--- src/design/pmbus_status_pkg.sv ---
// Shared constants and types for the input current limit and status block.
package pmbus_status_pkg;

	// Command codes seen on the management bus.
	localparam logic [7:0] CMD_CLEAR_FAULTS  = 8'h03;
	localparam logic [7:0] CMD_IIN_FAULT_THR = 8'h5b;
	localparam logic [7:0] CMD_IIN_FAULT_ACT = 8'h5c;
	localparam logic [7:0] CMD_IIN_WARN_THR  = 8'h5d;
	localparam logic [7:0] CMD_STATUS_BYTE   = 8'h78;
	localparam logic [7:0] CMD_STATUS_WORD   = 8'h79;

	// Values after reset and the fixed fault response.
	localparam logic [15:0] FAULT_THR_RST = 16'h00ff;
	localparam logic [15:0] WARN_THR_RST  = 16'h0019;
	localparam logic [7:0]  FAULT_ACT_VAL = 8'hc0;

	// Linear format field positions.
	localparam int EXP_MSB  = 15;
	localparam int EXP_LSB  = 11;
	localparam int MANT_MSB = 10;

	// Summary byte and word bit positions.
	localparam int SB_BUSY    = 7;
	localparam int SB_OFF     = 6;
	localparam int SB_VOUT_OV = 5;
	localparam int SB_IOUT_OC = 4;
	localparam int SB_VIN_UV  = 3;
	localparam int SB_TEMP    = 2;
	localparam int SB_CML     = 1;
	localparam int SB_OTHER   = 0;
	localparam int SW_VOUT    = 15;
	localparam int SW_IOUT    = 14;
	localparam int SW_INPUT   = 13;
	localparam int SW_MFR     = 12;
	localparam int SW_PGOOD   = 11;

	// Serial bit counts per byte.
	localparam logic [3:0] LAST_BIT  = 4'h7;
	localparam logic [3:0] BYTE_BITS = 4'h8;

	// Fault and warning events from the converter datapath.
	typedef struct packed {
		logic ovp;
		logic ocp;
		logic uvlo;
		logic ot_fault;
		logic ot_warn;
		logic cml;
		logic output_undervoltage_fault;
		logic overcurrent_warning;
		logic mfr;
	} fault_evt_t;

	typedef struct packed {
		logic vout;
		logic iout;
		logic input_any;
		logic mfr;
		logic vout_ov;
		logic iout_oc;
		logic vin_uv;
		logic temp;
		logic cml;
		logic other;
		logic iin_oc_fault;
		logic iin_oc_warn;
	} status_flags_t;

	typedef struct packed {
		logic       start;
		logic       stop;
		logic       byte_v;
		logic       ack_v;
		logic       nack;
		logic [7:0] data;
	} link_evt_t;

	typedef struct packed {
		logic [1:0] scl_s;
		logic [1:0] sda_s;
		logic       scl_d;
		logic       sda_d;
		logic [3:0] cnt;
		logic [7:0] sh;
		logic       ackph;
		logic       txing;
		logic       oe;
		link_evt_t  ev;
	} link_state_t;

	typedef enum logic [2:0] {
		P_IDLE, P_ADDR, P_CMD, P_WDATA, P_READ, P_IGNORE
	} proto_t;

	typedef struct packed {
		proto_t        ps;
		logic [7:0]    cmd;
		logic [7:0]    lo;
		logic [7:0]    hi;
		logic [1:0]    wcnt;
		logic          rd_hi;
		logic          ack_en;
		logic          tx_en;
		logic [15:0]   fault_thr;
		logic [15:0]   warn_thr;
		status_flags_t fl;
		logic          out_dis;
		logic          alert;
		logic          vrf;
		logic          sda_lo;
	} ctl_state_t;

endpackage

--- src/design/iin_limit_status.sv ---
// Input overcurrent limits, summary status and alert outputs of the controller.
// What this block does
// - Limits are 16 bits: 5-bit signed exponent 15:11, 11-bit signed mantissa.
// - Input overcurrent fault latches output off; response reads fixed C0h.
// - Fault sets other, input, fault flag; raises alert and fault outputs.
// - Warning limit resets to 0019h; crossing sets flags and alert only.
// - Status byte and status word low byte are one storage, reset zero.
// - Alert is asserted while any fault or warning sits in status byte.
// - Status word read returns two-byte summary; alert rule follows status byte.
// - Busy bit 7 of the status byte always reads zero.
// - Bit 6 is one whenever the output is not powered or is latched off.
// - Bit 5 latches an output overvoltage fault until cleared.
// - Bit 4 latches an output overcurrent fault.
// - Bit 3 latches input voltage below the lockout threshold.
// - Bit 2 latches an over-temperature fault or warning.
// - Bit 1 latches any communication, memory or logic fault.
// - Bit 0 latches input overcurrent fault or warning, output undervoltage fault and overcurrent warning.
// - Word bit 13 latches any input voltage or current fault or warning.
`timescale 1ns/100ps
module iin_limit_status
	import pmbus_status_pkg::*;
#(
	parameter logic [6:0] DEV_ADDR = 7'h58,
	parameter int         IIN_W    = 16
) (
	input  wire logic             clk,                 // 20 MHz clock
	input  wire logic             rstn,                // Async reset, low
	input  wire logic             scl_in,              // Bus clock pin
	input  wire logic             sda_in,              // Bus data pin in
	input  wire logic [IIN_W-1:0] iin_amps,            // Input current, A
	input  wire fault_evt_t       evt_in,              // Datapath events
	input  wire logic             power_delivering,    // Output powered
	input  wire logic             pgood_low,           // Ready pin is low
	output logic                  sda_out,             // Bus data pin out
	output logic                  sda_oe,              // Bus data drive
	output logic                  bus_alert_out,       // Alert, high
	output logic                  regulator_fault_out, // Fault, high
	output logic                  output_disable_out,  // Output latched off
	output logic [1:0]            iin_status_out       // {fault, warning}
);

	ctl_state_t  s;
	ctl_state_t  n;
	link_evt_t   link;
	logic        clr;
	logic        cml_evt;
	logic        fault_hit;
	logic        warn_hit;
	logic [7:0]  sbyte;
	logic [15:0] sword;
	logic [15:0] rdval;
	logic [7:0]  tx_byte;

	serial_bit_engine u_bits (
		.clk     (clk),
		.rstn    (rstn),
		.scl_in  (scl_in),
		.sda_in  (sda_in),
		.ack_en  (s.ack_en),
		.tx_en   (s.tx_en),
		.tx_byte (tx_byte),
		.evt     (link),
		.sda_oe  (sda_oe)
	);

	// Decodes a linear limit and tests the measurement above it.
	function automatic logic above_limit(
		input logic [IIN_W-1:0] meas,
		input logic [15:0]      lim
	);
		logic signed [47:0] v;
		logic signed [47:0] m;
		logic        [4:0]  e;
		e = lim[EXP_MSB:EXP_LSB];
		v = {{37{lim[MANT_MSB]}}, lim[MANT_MSB:0]};
		if (e[4]) begin
			v = v >>> (~e + 5'h01);
		end else begin
			v = v <<< e;
		end
		m = {{(48-IIN_W){1'b0}}, meas};
		return m > v;
	endfunction

	// A set in the same cycle as a clear wins.
	function automatic logic sticky(input logic cur, clr_i, set_i);
		return (cur & ~clr_i) | set_i;
	endfunction

	function automatic logic readable(input logic [7:0] c);
		return c == CMD_IIN_FAULT_THR || c == CMD_IIN_FAULT_ACT ||
			c == CMD_IIN_WARN_THR || c == CMD_STATUS_BYTE ||
			c == CMD_STATUS_WORD;
	endfunction

	always_comb begin
		sbyte = '0;
		sbyte[SB_BUSY] = 1'b0;
		sbyte[SB_OFF] = ~power_delivering | s.out_dis;
		sbyte[SB_VOUT_OV] = s.fl.vout_ov;
		sbyte[SB_IOUT_OC] = s.fl.iout_oc;
		sbyte[SB_VIN_UV] = s.fl.vin_uv;
		sbyte[SB_TEMP] = s.fl.temp;
		sbyte[SB_CML] = s.fl.cml;
		sbyte[SB_OTHER] = s.fl.other;
		sword = {8'h00, sbyte};
		sword[SW_VOUT] = s.fl.vout;
		sword[SW_IOUT] = s.fl.iout;
		sword[SW_INPUT] = s.fl.input_any;
		sword[SW_MFR] = s.fl.mfr;
		sword[SW_PGOOD] = pgood_low;
	end

	always_comb begin
		case (s.cmd)
			CMD_IIN_FAULT_THR: rdval = s.fault_thr;
			CMD_IIN_FAULT_ACT: rdval = {8'h00, FAULT_ACT_VAL};
			CMD_IIN_WARN_THR:  rdval = s.warn_thr;
			CMD_STATUS_BYTE:   rdval = {8'h00, sword[7:0]};
			CMD_STATUS_WORD:   rdval = sword;
			default:           rdval = 16'h0000;
		endcase
		tx_byte = s.rd_hi ? rdval[15:8] : rdval[7:0];
	end

	always_comb begin
		n = s;
		clr = 1'b0;
		cml_evt = 1'b0;
		fault_hit = above_limit(iin_amps, s.fault_thr);
		warn_hit = above_limit(iin_amps, s.warn_thr);
		if (link.start) begin
			n.ps = P_ADDR;
			n.ack_en = 1'b0;
			n.tx_en = 1'b0;
			n.rd_hi = 1'b0;
		end else if (link.stop) begin
			if (s.ps == P_WDATA) begin
				case (s.cmd)
					CMD_CLEAR_FAULTS: begin
						clr = s.wcnt == 2'h0;
						cml_evt = s.wcnt != 2'h0;
					end
					CMD_IIN_FAULT_THR: begin
						if (s.wcnt == 2'h2) begin
							n.fault_thr = {s.hi, s.lo};
						end else begin
							cml_evt = 1'b1;
						end
					end
					CMD_IIN_WARN_THR: begin
						if (s.wcnt == 2'h2) begin
							n.warn_thr = {s.hi, s.lo};
						end else begin
							cml_evt = 1'b1;
						end
					end
					// The fault response and status are read-only.
					default: cml_evt = 1'b1;
				endcase
			end
			n.ps = P_IDLE;
			n.ack_en = 1'b0;
			n.tx_en = 1'b0;
		end else if (link.byte_v) begin
			case (s.ps)
				P_ADDR: begin
					if (link.data[7:1] == DEV_ADDR) begin
						n.ack_en = 1'b1;
						if (link.data[0]) begin
							n.ps = P_READ;
							n.tx_en = 1'b1;
							n.wcnt = 2'h0;
							cml_evt = ~readable(s.cmd);
						end else begin
							n.ps = P_CMD;
						end
					end else begin
						n.ps = P_IGNORE;
					end
				end
				P_CMD: begin
					n.cmd = link.data;
					n.wcnt = 2'h0;
					n.ps = P_WDATA;
				end
				P_WDATA: begin
					if (s.wcnt == 2'h0) begin
						n.lo = link.data;
					end else if (s.wcnt == 2'h1) begin
						n.hi = link.data;
					end
					if (s.wcnt != 2'h3) begin
						n.wcnt = s.wcnt + 2'h1;
					end
				end
				default: begin
				end
			endcase
		end else if (link.ack_v && s.ps == P_READ) begin
			// The first ack slot of a read is our own address ack.
			if (s.wcnt == 2'h0) begin
				n.wcnt = 2'h1;
			end else if (link.nack) begin
				n.tx_en = 1'b0;
			end else begin
				n.rd_hi = 1'b1;
			end
		end
		n.fl.iin_oc_fault = sticky(s.fl.iin_oc_fault, clr, fault_hit);
		n.fl.iin_oc_warn = sticky(s.fl.iin_oc_warn, clr, warn_hit);
		n.fl.vout_ov = sticky(s.fl.vout_ov, clr, evt_in.ovp);
		n.fl.iout_oc = sticky(s.fl.iout_oc, clr, evt_in.ocp);
		n.fl.vin_uv = sticky(s.fl.vin_uv, clr, evt_in.uvlo);
		n.fl.temp = sticky(s.fl.temp, clr,
			evt_in.ot_fault | evt_in.ot_warn);
		n.fl.cml = sticky(s.fl.cml, clr, evt_in.cml | cml_evt);
		n.fl.other = sticky(s.fl.other, clr, fault_hit | warn_hit |
			evt_in.output_undervoltage_fault |
			evt_in.overcurrent_warning);
		n.fl.input_any = sticky(s.fl.input_any, clr,
			fault_hit | warn_hit | evt_in.uvlo);
		n.fl.vout = sticky(s.fl.vout, clr,
			evt_in.ovp | evt_in.output_undervoltage_fault);
		n.fl.iout = sticky(s.fl.iout, clr,
			evt_in.ocp | evt_in.overcurrent_warning);
		n.fl.mfr = sticky(s.fl.mfr, clr, evt_in.mfr);
		// Latched off with no retry until faults are cleared.
		n.out_dis = sticky(s.out_dis, clr, fault_hit);
		n.alert = n.fl.vout_ov | n.fl.iout_oc | n.fl.vin_uv |
			n.fl.temp | n.fl.cml | n.fl.other;
		n.vrf = n.fl.iin_oc_fault;
		n.sda_lo = 1'b0;
	end

	always_ff @(posedge clk or negedge rstn) begin
		if (!rstn) begin
			s <= '0;
			s.fault_thr <= FAULT_THR_RST;
			s.warn_thr <= WARN_THR_RST;
		end else begin
			s <= n;
		end
	end

	assign sda_out = s.sda_lo;
	assign bus_alert_out = s.alert;
	assign regulator_fault_out = s.vrf;
	assign output_disable_out = s.out_dis;
	assign iin_status_out = {s.fl.iin_oc_fault, s.fl.iin_oc_warn};
endmodule // iin_limit_status

--- src/design/serial_bit_engine.sv ---
// Bit level engine of the management bus: start, stop, bytes and ack slots.
`timescale 1ns/100ps
module serial_bit_engine
	import pmbus_status_pkg::*;
(
	input  wire logic       clk,     // System clock
	input  wire logic       rstn,    // Asynchronous reset, active low
	input  wire logic       scl_in,  // Bus clock pin level
	input  wire logic       sda_in,  // Bus data pin level
	input  wire logic       ack_en,  // Acknowledge the byte being received
	input  wire logic       tx_en,   // Send a byte after this ack slot
	input  wire logic [7:0] tx_byte, // Byte to send, most significant first
	output link_evt_t       evt,     // Bus events, one-cycle pulses
	output logic            sda_oe   // High while the data line is pulled low
);

	link_state_t s;
	link_state_t n;
	logic        scl;
	logic        sda;

	assign scl = s.scl_s[1];
	assign sda = s.sda_s[1];
	assign evt = s.ev;
	assign sda_oe = s.oe;

	always_comb begin
		n = s;
		n.scl_s = {s.scl_s[0], scl_in};
		n.sda_s = {s.sda_s[0], sda_in};
		n.scl_d = scl;
		n.sda_d = sda;
		n.ev.start = 1'b0;
		n.ev.stop = 1'b0;
		n.ev.byte_v = 1'b0;
		n.ev.ack_v = 1'b0;
		if (scl && s.scl_d && s.sda_d && !sda) begin
			n.cnt = '0;
			n.ackph = 1'b0;
			n.txing = 1'b0;
			n.oe = 1'b0;
			n.ev.start = 1'b1;
		end else if (scl && s.scl_d && !s.sda_d && sda) begin
			n.cnt = '0;
			n.ackph = 1'b0;
			n.txing = 1'b0;
			n.oe = 1'b0;
			n.ev.stop = 1'b1;
		end else if (scl && !s.scl_d) begin
			if (s.ackph) begin
				n.ev.ack_v = 1'b1;
				n.ev.nack = sda;
			end else begin
				n.cnt = s.cnt + 4'h1;
				if (!s.txing) begin
					n.sh = {s.sh[6:0], sda};
				end
				if (s.cnt == LAST_BIT) begin
					n.ev.byte_v = 1'b1;
					n.ev.data = {s.sh[6:0], sda};
				end
			end
		end else if (!scl && s.scl_d) begin
			if (s.ackph) begin
				// The ack slot ends; the next byte starts on this edge.
				n.ackph = 1'b0;
				n.cnt = '0;
				n.txing = tx_en;
				n.sh = tx_byte;
				n.oe = tx_en & ~tx_byte[7];
			end else if (s.cnt == BYTE_BITS) begin
				n.ackph = 1'b1;
				n.oe = ack_en & ~s.txing;
			end else if (s.txing) begin
				n.sh = {s.sh[6:0], 1'b0};
				n.oe = ~s.sh[6];
			end
		end
	end

	always_ff @(posedge clk or negedge rstn) begin
		if (!rstn) begin
			s <= '0;
		end else begin
			s <= n;
		end
	end

endmodule // serial_bit_engine

--- config.mk ---
export PLATFORM = sky130hd
export DESIGN_NAME = iin_limit_status
export DESIGN_NICKNAME = d
export VERILOG_FILES = /design/src/design/pmbus_status_pkg.sv /design/src/design/iin_limit_status.sv /design/src/design/serial_bit_engine.sv
export SDC_FILE = /design/constraint.sdc
export NUM_CORES = 1
export LEC_CHECK = 0
export BUFFER_PORTS_ARGS = -buffer_cell sky130_fd_sc_hd__buf_2
export CAP_MARGIN = 10
export CORE_MARGIN = 4
export CORE_UTILIZATION = 50
export DETAILED_ROUTE_END_ITERATION = 10
export PLACE_DENSITY_LB_ADDON = 0.08
export RECOVER_POWER = 25
export SYNTH_ARGS = -nofsm -noshare
export SYNTH_HDL_FRONTEND = slang
export SYNTH_SLANG_ARGS = --single-unit
--- constraint.sdc ---
create_clock -name clk -period 5.4 [get_ports clk]
set_clock_uncertainty 0.1 [all_clocks]
set_input_delay 0.27 -clock clk [delete_from_list [all_inputs] [get_ports clk]]
set_output_delay 0.27 -clock clk [all_outputs]
set_load 0.02 [all_outputs]
# Yosys cells after proc, flatten, opt, wreduce, memory -nomap -nowiden
# Index checks and enable logic that the tools add are counted.
dict set report totals {
  ff_bits 111
  in_bits 31
  out_inout_bits 7
  word_cells 267
}
dict set report classes {
  n_addsub 4
  order_cmp 2
  eq_ne 33
  n_shift 4
  n_mux 77
  bitwise 56
  n_reduce_logical 52
}
# cell n
set ops {}
lappend ops {{$gt 17x48->1} 2}
lappend ops {{$mux 48} 2}
lappend ops {{$sshl 11x5->48} 2}
lappend ops {{$sshr 11x5->48} 2}
lappend ops {{$mux 8} 10}
lappend ops {{$pmux 16 s5} 1}
lappend ops {{$eq 8x7->1 const B} 5}
lappend ops {{$mux 12} 3}
lappend ops {{$mux 1} 31}
lappend ops {{$mux 27} 1}
lappend ops {{$mux 3} 9}
lappend ops {{$or 1x1->1} 27}
lappend ops {{$reduce_and 5->1} 5}
lappend ops {{$mux 11} 2}
lappend ops {{$reduce_bool 4->1} 5}
lappend ops {{$mux 2} 9}
lappend ops {{$reduce_bool 3->1} 6}
lappend ops {{$mux 16} 1}
lappend ops {{$and 1x1->1} 15}
lappend ops {{$mux 15} 1}
lappend ops {{$mux 4} 3}
lappend ops {{$ne 4x2->1 const B} 3}
lappend ops {{$not 1->1} 12}
lappend ops {{$reduce_and 3->1} 4}
lappend ops {{35 further kinds} 67}

# Longest topological paths before layout
dict set report logic_depth {
  depth_word 16
  mapped_depth 20
  mapped_depth_nobuf 15
}

# By module
# From an unflattened synthesis, not the netlist that was laid out.
dict set report unflattened {
  cells_unflattened 914
  area_unflattened_um2 8599.5
}
# mod n_inst cells_each area_each_um2 seq_area_each_um2
set modules_own_cells {}
lappend modules_own_cells {iin_limit_status 1 772 6967.9 1965.6}
lappend modules_own_cells {serial_bit_engine 1 142 1631.6 825.8}

# Worst setup path before layout
# No wires, ideal clock.
dict set report synth_path {
  path_kind {reg-to-reg}
  startpoint {reg s[27] (netlist name)}
  endpoint {reg s (netlist bit bus_alert_out)}
  setup_ps 150
  arrival_ps 4205
  t_required_ps 5150
  setup_slack_ps 945
  stages_incl_launch_ff 20
  path_buffers 5
  synth_period_minus_slack_ps 4455
  cell_sequence {dfrtp_1 -> buf_4 -> buf_6 -> buf_4 -> buf_2 -> inv_1 -> ha_1 -> clkbuf_1 -> mux4_2 -> mux2i_1 -> mux2_2 -> o21ai_0 -> a22oi_1 -> ha_1 -> nor2b_1 -> o211ai_1 -> a2111oi_0 -> or4b_2 -> a31oi_1 -> nand4b_1}
}
# item line_no
set synth_lines {}
lappend synth_lines {{start: declaration} iin_limit_status.sv:42} ;# ctl_state_t s;
lappend synth_lines {{start signal: assignment} iin_limit_status.sv:242} ;# s <= n;

==> results_dict.tcl <==
set metrics [dict create \
    status "complete, but fails checks" \
    failed_checks "capacitance limit, slew limit" \
    wire_per_inst_um 20.8 \
    initialDrtViolationCount 621 \
    synth.distinct_cells 73 \
    final.setup.tns_ns 0 \
    first_pass_iters 6 \
    grt_pass1_wl_um 37700 \
    antenna-diode-count 0 \
    syn_to_final_growth_pct 6.26 \
    worstSetupStartpointType "register" \
    synth-async-reset-ratio 1.00 \
    utilization 0.550 \
    timing.hold.ws_ns 0.0254 \
    cts-buffers-inserted 9 \
    p_leak_uw 0.00354 \
    cts.htree.levels 3 \
    syn_nets 974 \
    r2r_cells 14 \
    cts_tree "yes" \
    cp-end-kind "register" \
    cts_sinks 111 \
    slew_headroom -0.986 \
    grtUsageTotal 0.255 \
    cap_violations 1 \
    ys_seq_area_frac 0.336 \
    ys_ff_latch 111 \
    via_per_inst 6.34 \
    drt-total-wl_um 23100 \
    dieHeight_um 137 \
    fp.coreArea_um2 16100 \
    clk_pin_slew_worst_paths_ns 0.08 \
    critPathKind "register to register" \
    postCtsSetupBuffers 0 \
    drc_errors 0 \
    setup_viol 0 \
    hold_viol_final 0 \
    worst_pin_slew_ns 2.98 \
    grt_overflow_total 0 \
    syn_area_um2 8310 \
    root_buffer "clkbuf_16" \
    vias 7047 \
    synth_cells 900 \
    clk_latency_ns 0.35 \
    crit_fanout 23 \
    cp_data_required_time_ns 5.50 \
    nets 965 \
    ios 38 \
    dp_hpwl_um 17300 \
    ant_nets 0 \
    rsz0062_at_grt "false" \
    worst_hold_path.num_cells 2 \
    io_buffers 36 \
    synth-main-ff-cell "dfrtp_1" \
    hp-class "input port to register" \
    fmax_mhz 204 \
    grt_pass1_vias 7104 \
    dieArea_um2 18700 \
    start_util 0.518 \
    die_x_um 137 \
    grt_max_degree 58 \
    p_per_area_nw_per_um2 208 \
    post_cts_resized 0 \
    report.final.slew_viol_count 58 \
    final.min_clock_period_ns 4.90 \
    fin_crit_sh 0.908 \
    drive_gt1_frac 0.185 \
    antenna_found_initial 0 \
    rows 46 \
    max-vdd-ir-drop_mv 0.197 \
    finalPower_uw 1840 \
    clock_path_buffers 2 \
    gp_congestion 0.905 \
    crit_arrival_ns 5.00 \
    fillers 1403 \
    ys_warn_count 0 \
    avgSynthCellArea_um2 9.23 \
    synth_edf_count 0 \
]
## logic make-up after synthesis
family                   after synthesis  synth area share
AND/OR/NAND/NOR                      277             0.171
AO/OA/AOI/OAI                        247             0.190
multiplexers                         117             0.180
flip-flops                           111             0.336
buffers and inverters                 97            0.0509
adder cells (fa/ha/maj)               43            0.0647
XOR/XNOR                               7           0.00738
other                                  1          0.000451
## worst max-delay path, cell delays in order, from the launching register on
cell       delay [ns]
dfrtp_1          0.81
inv_1            0.23
ha_1             0.65
mux4_2           0.39
mux2i_1          0.15
mux2_2           0.16
o21ai_0          0.07
a22oi_1          0.16
ha_1             0.28
nor2b_1          0.13
o211ai_1         0.15
a2111oi_0        0.13
or4b_2           0.66
a31oi_1          0.52
nand4b_1         0.15
## state kept, by name, summed over array words and instances (netlist names)
signal / count
u_bits.sda_oe: 1
u_bits.evt: 13
regulator_fault_out: 1
u_bits.n: 4
u_bits.s: 15
s: 74
iin_status_out: 1
output_disable_out: 1
bus_alert_out: 1
## final timing paths
path,slack (ns),from,endpoint
setup / recovery,0.50,s[28],bus_alert_out
hold / removal,0.03,evt_in[4],s[8]
setup reg to reg,0.50,s[28],bus_alert_out
hold reg to reg,0.25,u_bits.n[31],u_bits.n[28]
max in group asynchronous,1.93,rstn,u_bits.evt[9]
min in group asynchronous,1.33,rstn,s[54]
## per-stage QoR
stage	setup slack, ns	cell area [um^2]	std cells
finish	0.495	8830	1112
global route	0.149	8830	1112
CTS	0.531	8830	1112
detailed placement	0.558	8510	1092
global placement	0.707	8510	1092
floorplan	0.945	8310	900
## repair_timing
item,in CTS,in global routing
hold endpoints to repair,51,0
hold buffers,4,0
setup endpoints to repair,0,0
## routing by layer
layer  routed length (um)  up-vias  track usage  part of all wire
met5                    0        -            0                 0
met3                  987       45       0.0243             0.043
met2                11400      211        0.429              0.49
met4                  727        0       0.0970             0.031
li1                     -     3329            -                 -
met1                10000     3462        0.340              0.43
## area by class of cell
class | instances | area, um^2 | area share
clock inverter | 7 | 63.8 | 0.00723
sequential | 111 | 2790 | 0.316
clock buffer | 9 | 225 | 0.0255
timing repair buffer | 47 | 272 | 0.0307
tap | 216 | 270 | 0.0306
multi-input combinational | 692 | 5100 | 0.577
inverter | 30 | 113 | 0.0128
## cell usage in the layout (no fill, tap or decap), types with 5 or more instances in the layout
cell type,instances
dfrtp_1,100
nand2_1,91
a21oi_1,74
mux2_2,68
o21ai_0,60
nor2_1,57
ha_1,43
buf_2,35
mux2i_1,30
inv_1,30
nor3_1,19
mux4_2,19
nand3_1,16
a22oi_1,13
a211oi_1,13
nor2b_1,11
nand2b_1,11
dfstp_2,11
a21o_1,10
nand4_1,10
o21a_1,9
nand3b_1,9
nor4_1,9
clkbuf_16,9
and3_1,8
a31oi_1,8
a221o_1,8
o211ai_1,7
buf_4,7
a211o_1,6
xnor2_1,5
and2_1,5
or4_1,5
## report_power, final
part / total (uW) / internal [uW] / switching [uW]
logic: 210 / 93.1 / 117
clock network: 650 / 324 / 326
registers: 980 / 890 / 89.5
total: 1840 / 1310 / 533
## cell usage after synthesis (all sizes together), types with 19 or more instances
| cell type | number | area share |
|---|---|---|
| a21oi | 74 | 0.045 |
| nand2 | 91 | 0.041 |
| nor3 | 19 | 0.011 |
| clkbuf | 40 | 0.018 |
| mux2i | 30 | 0.036 |
| o21ai | 60 | 0.036 |
| mux2 | 68 | 0.092 |
| ha | 43 | 0.065 |
| dfrtp | 100 | 0.30 |
| inv | 30 | 0.014 |
| nor2 | 57 | 0.026 |
| mux4 | 19 | 0.051 |
| buf | 27 | 0.019 |
Note: power is estimated with default switching activity, not from simulation.
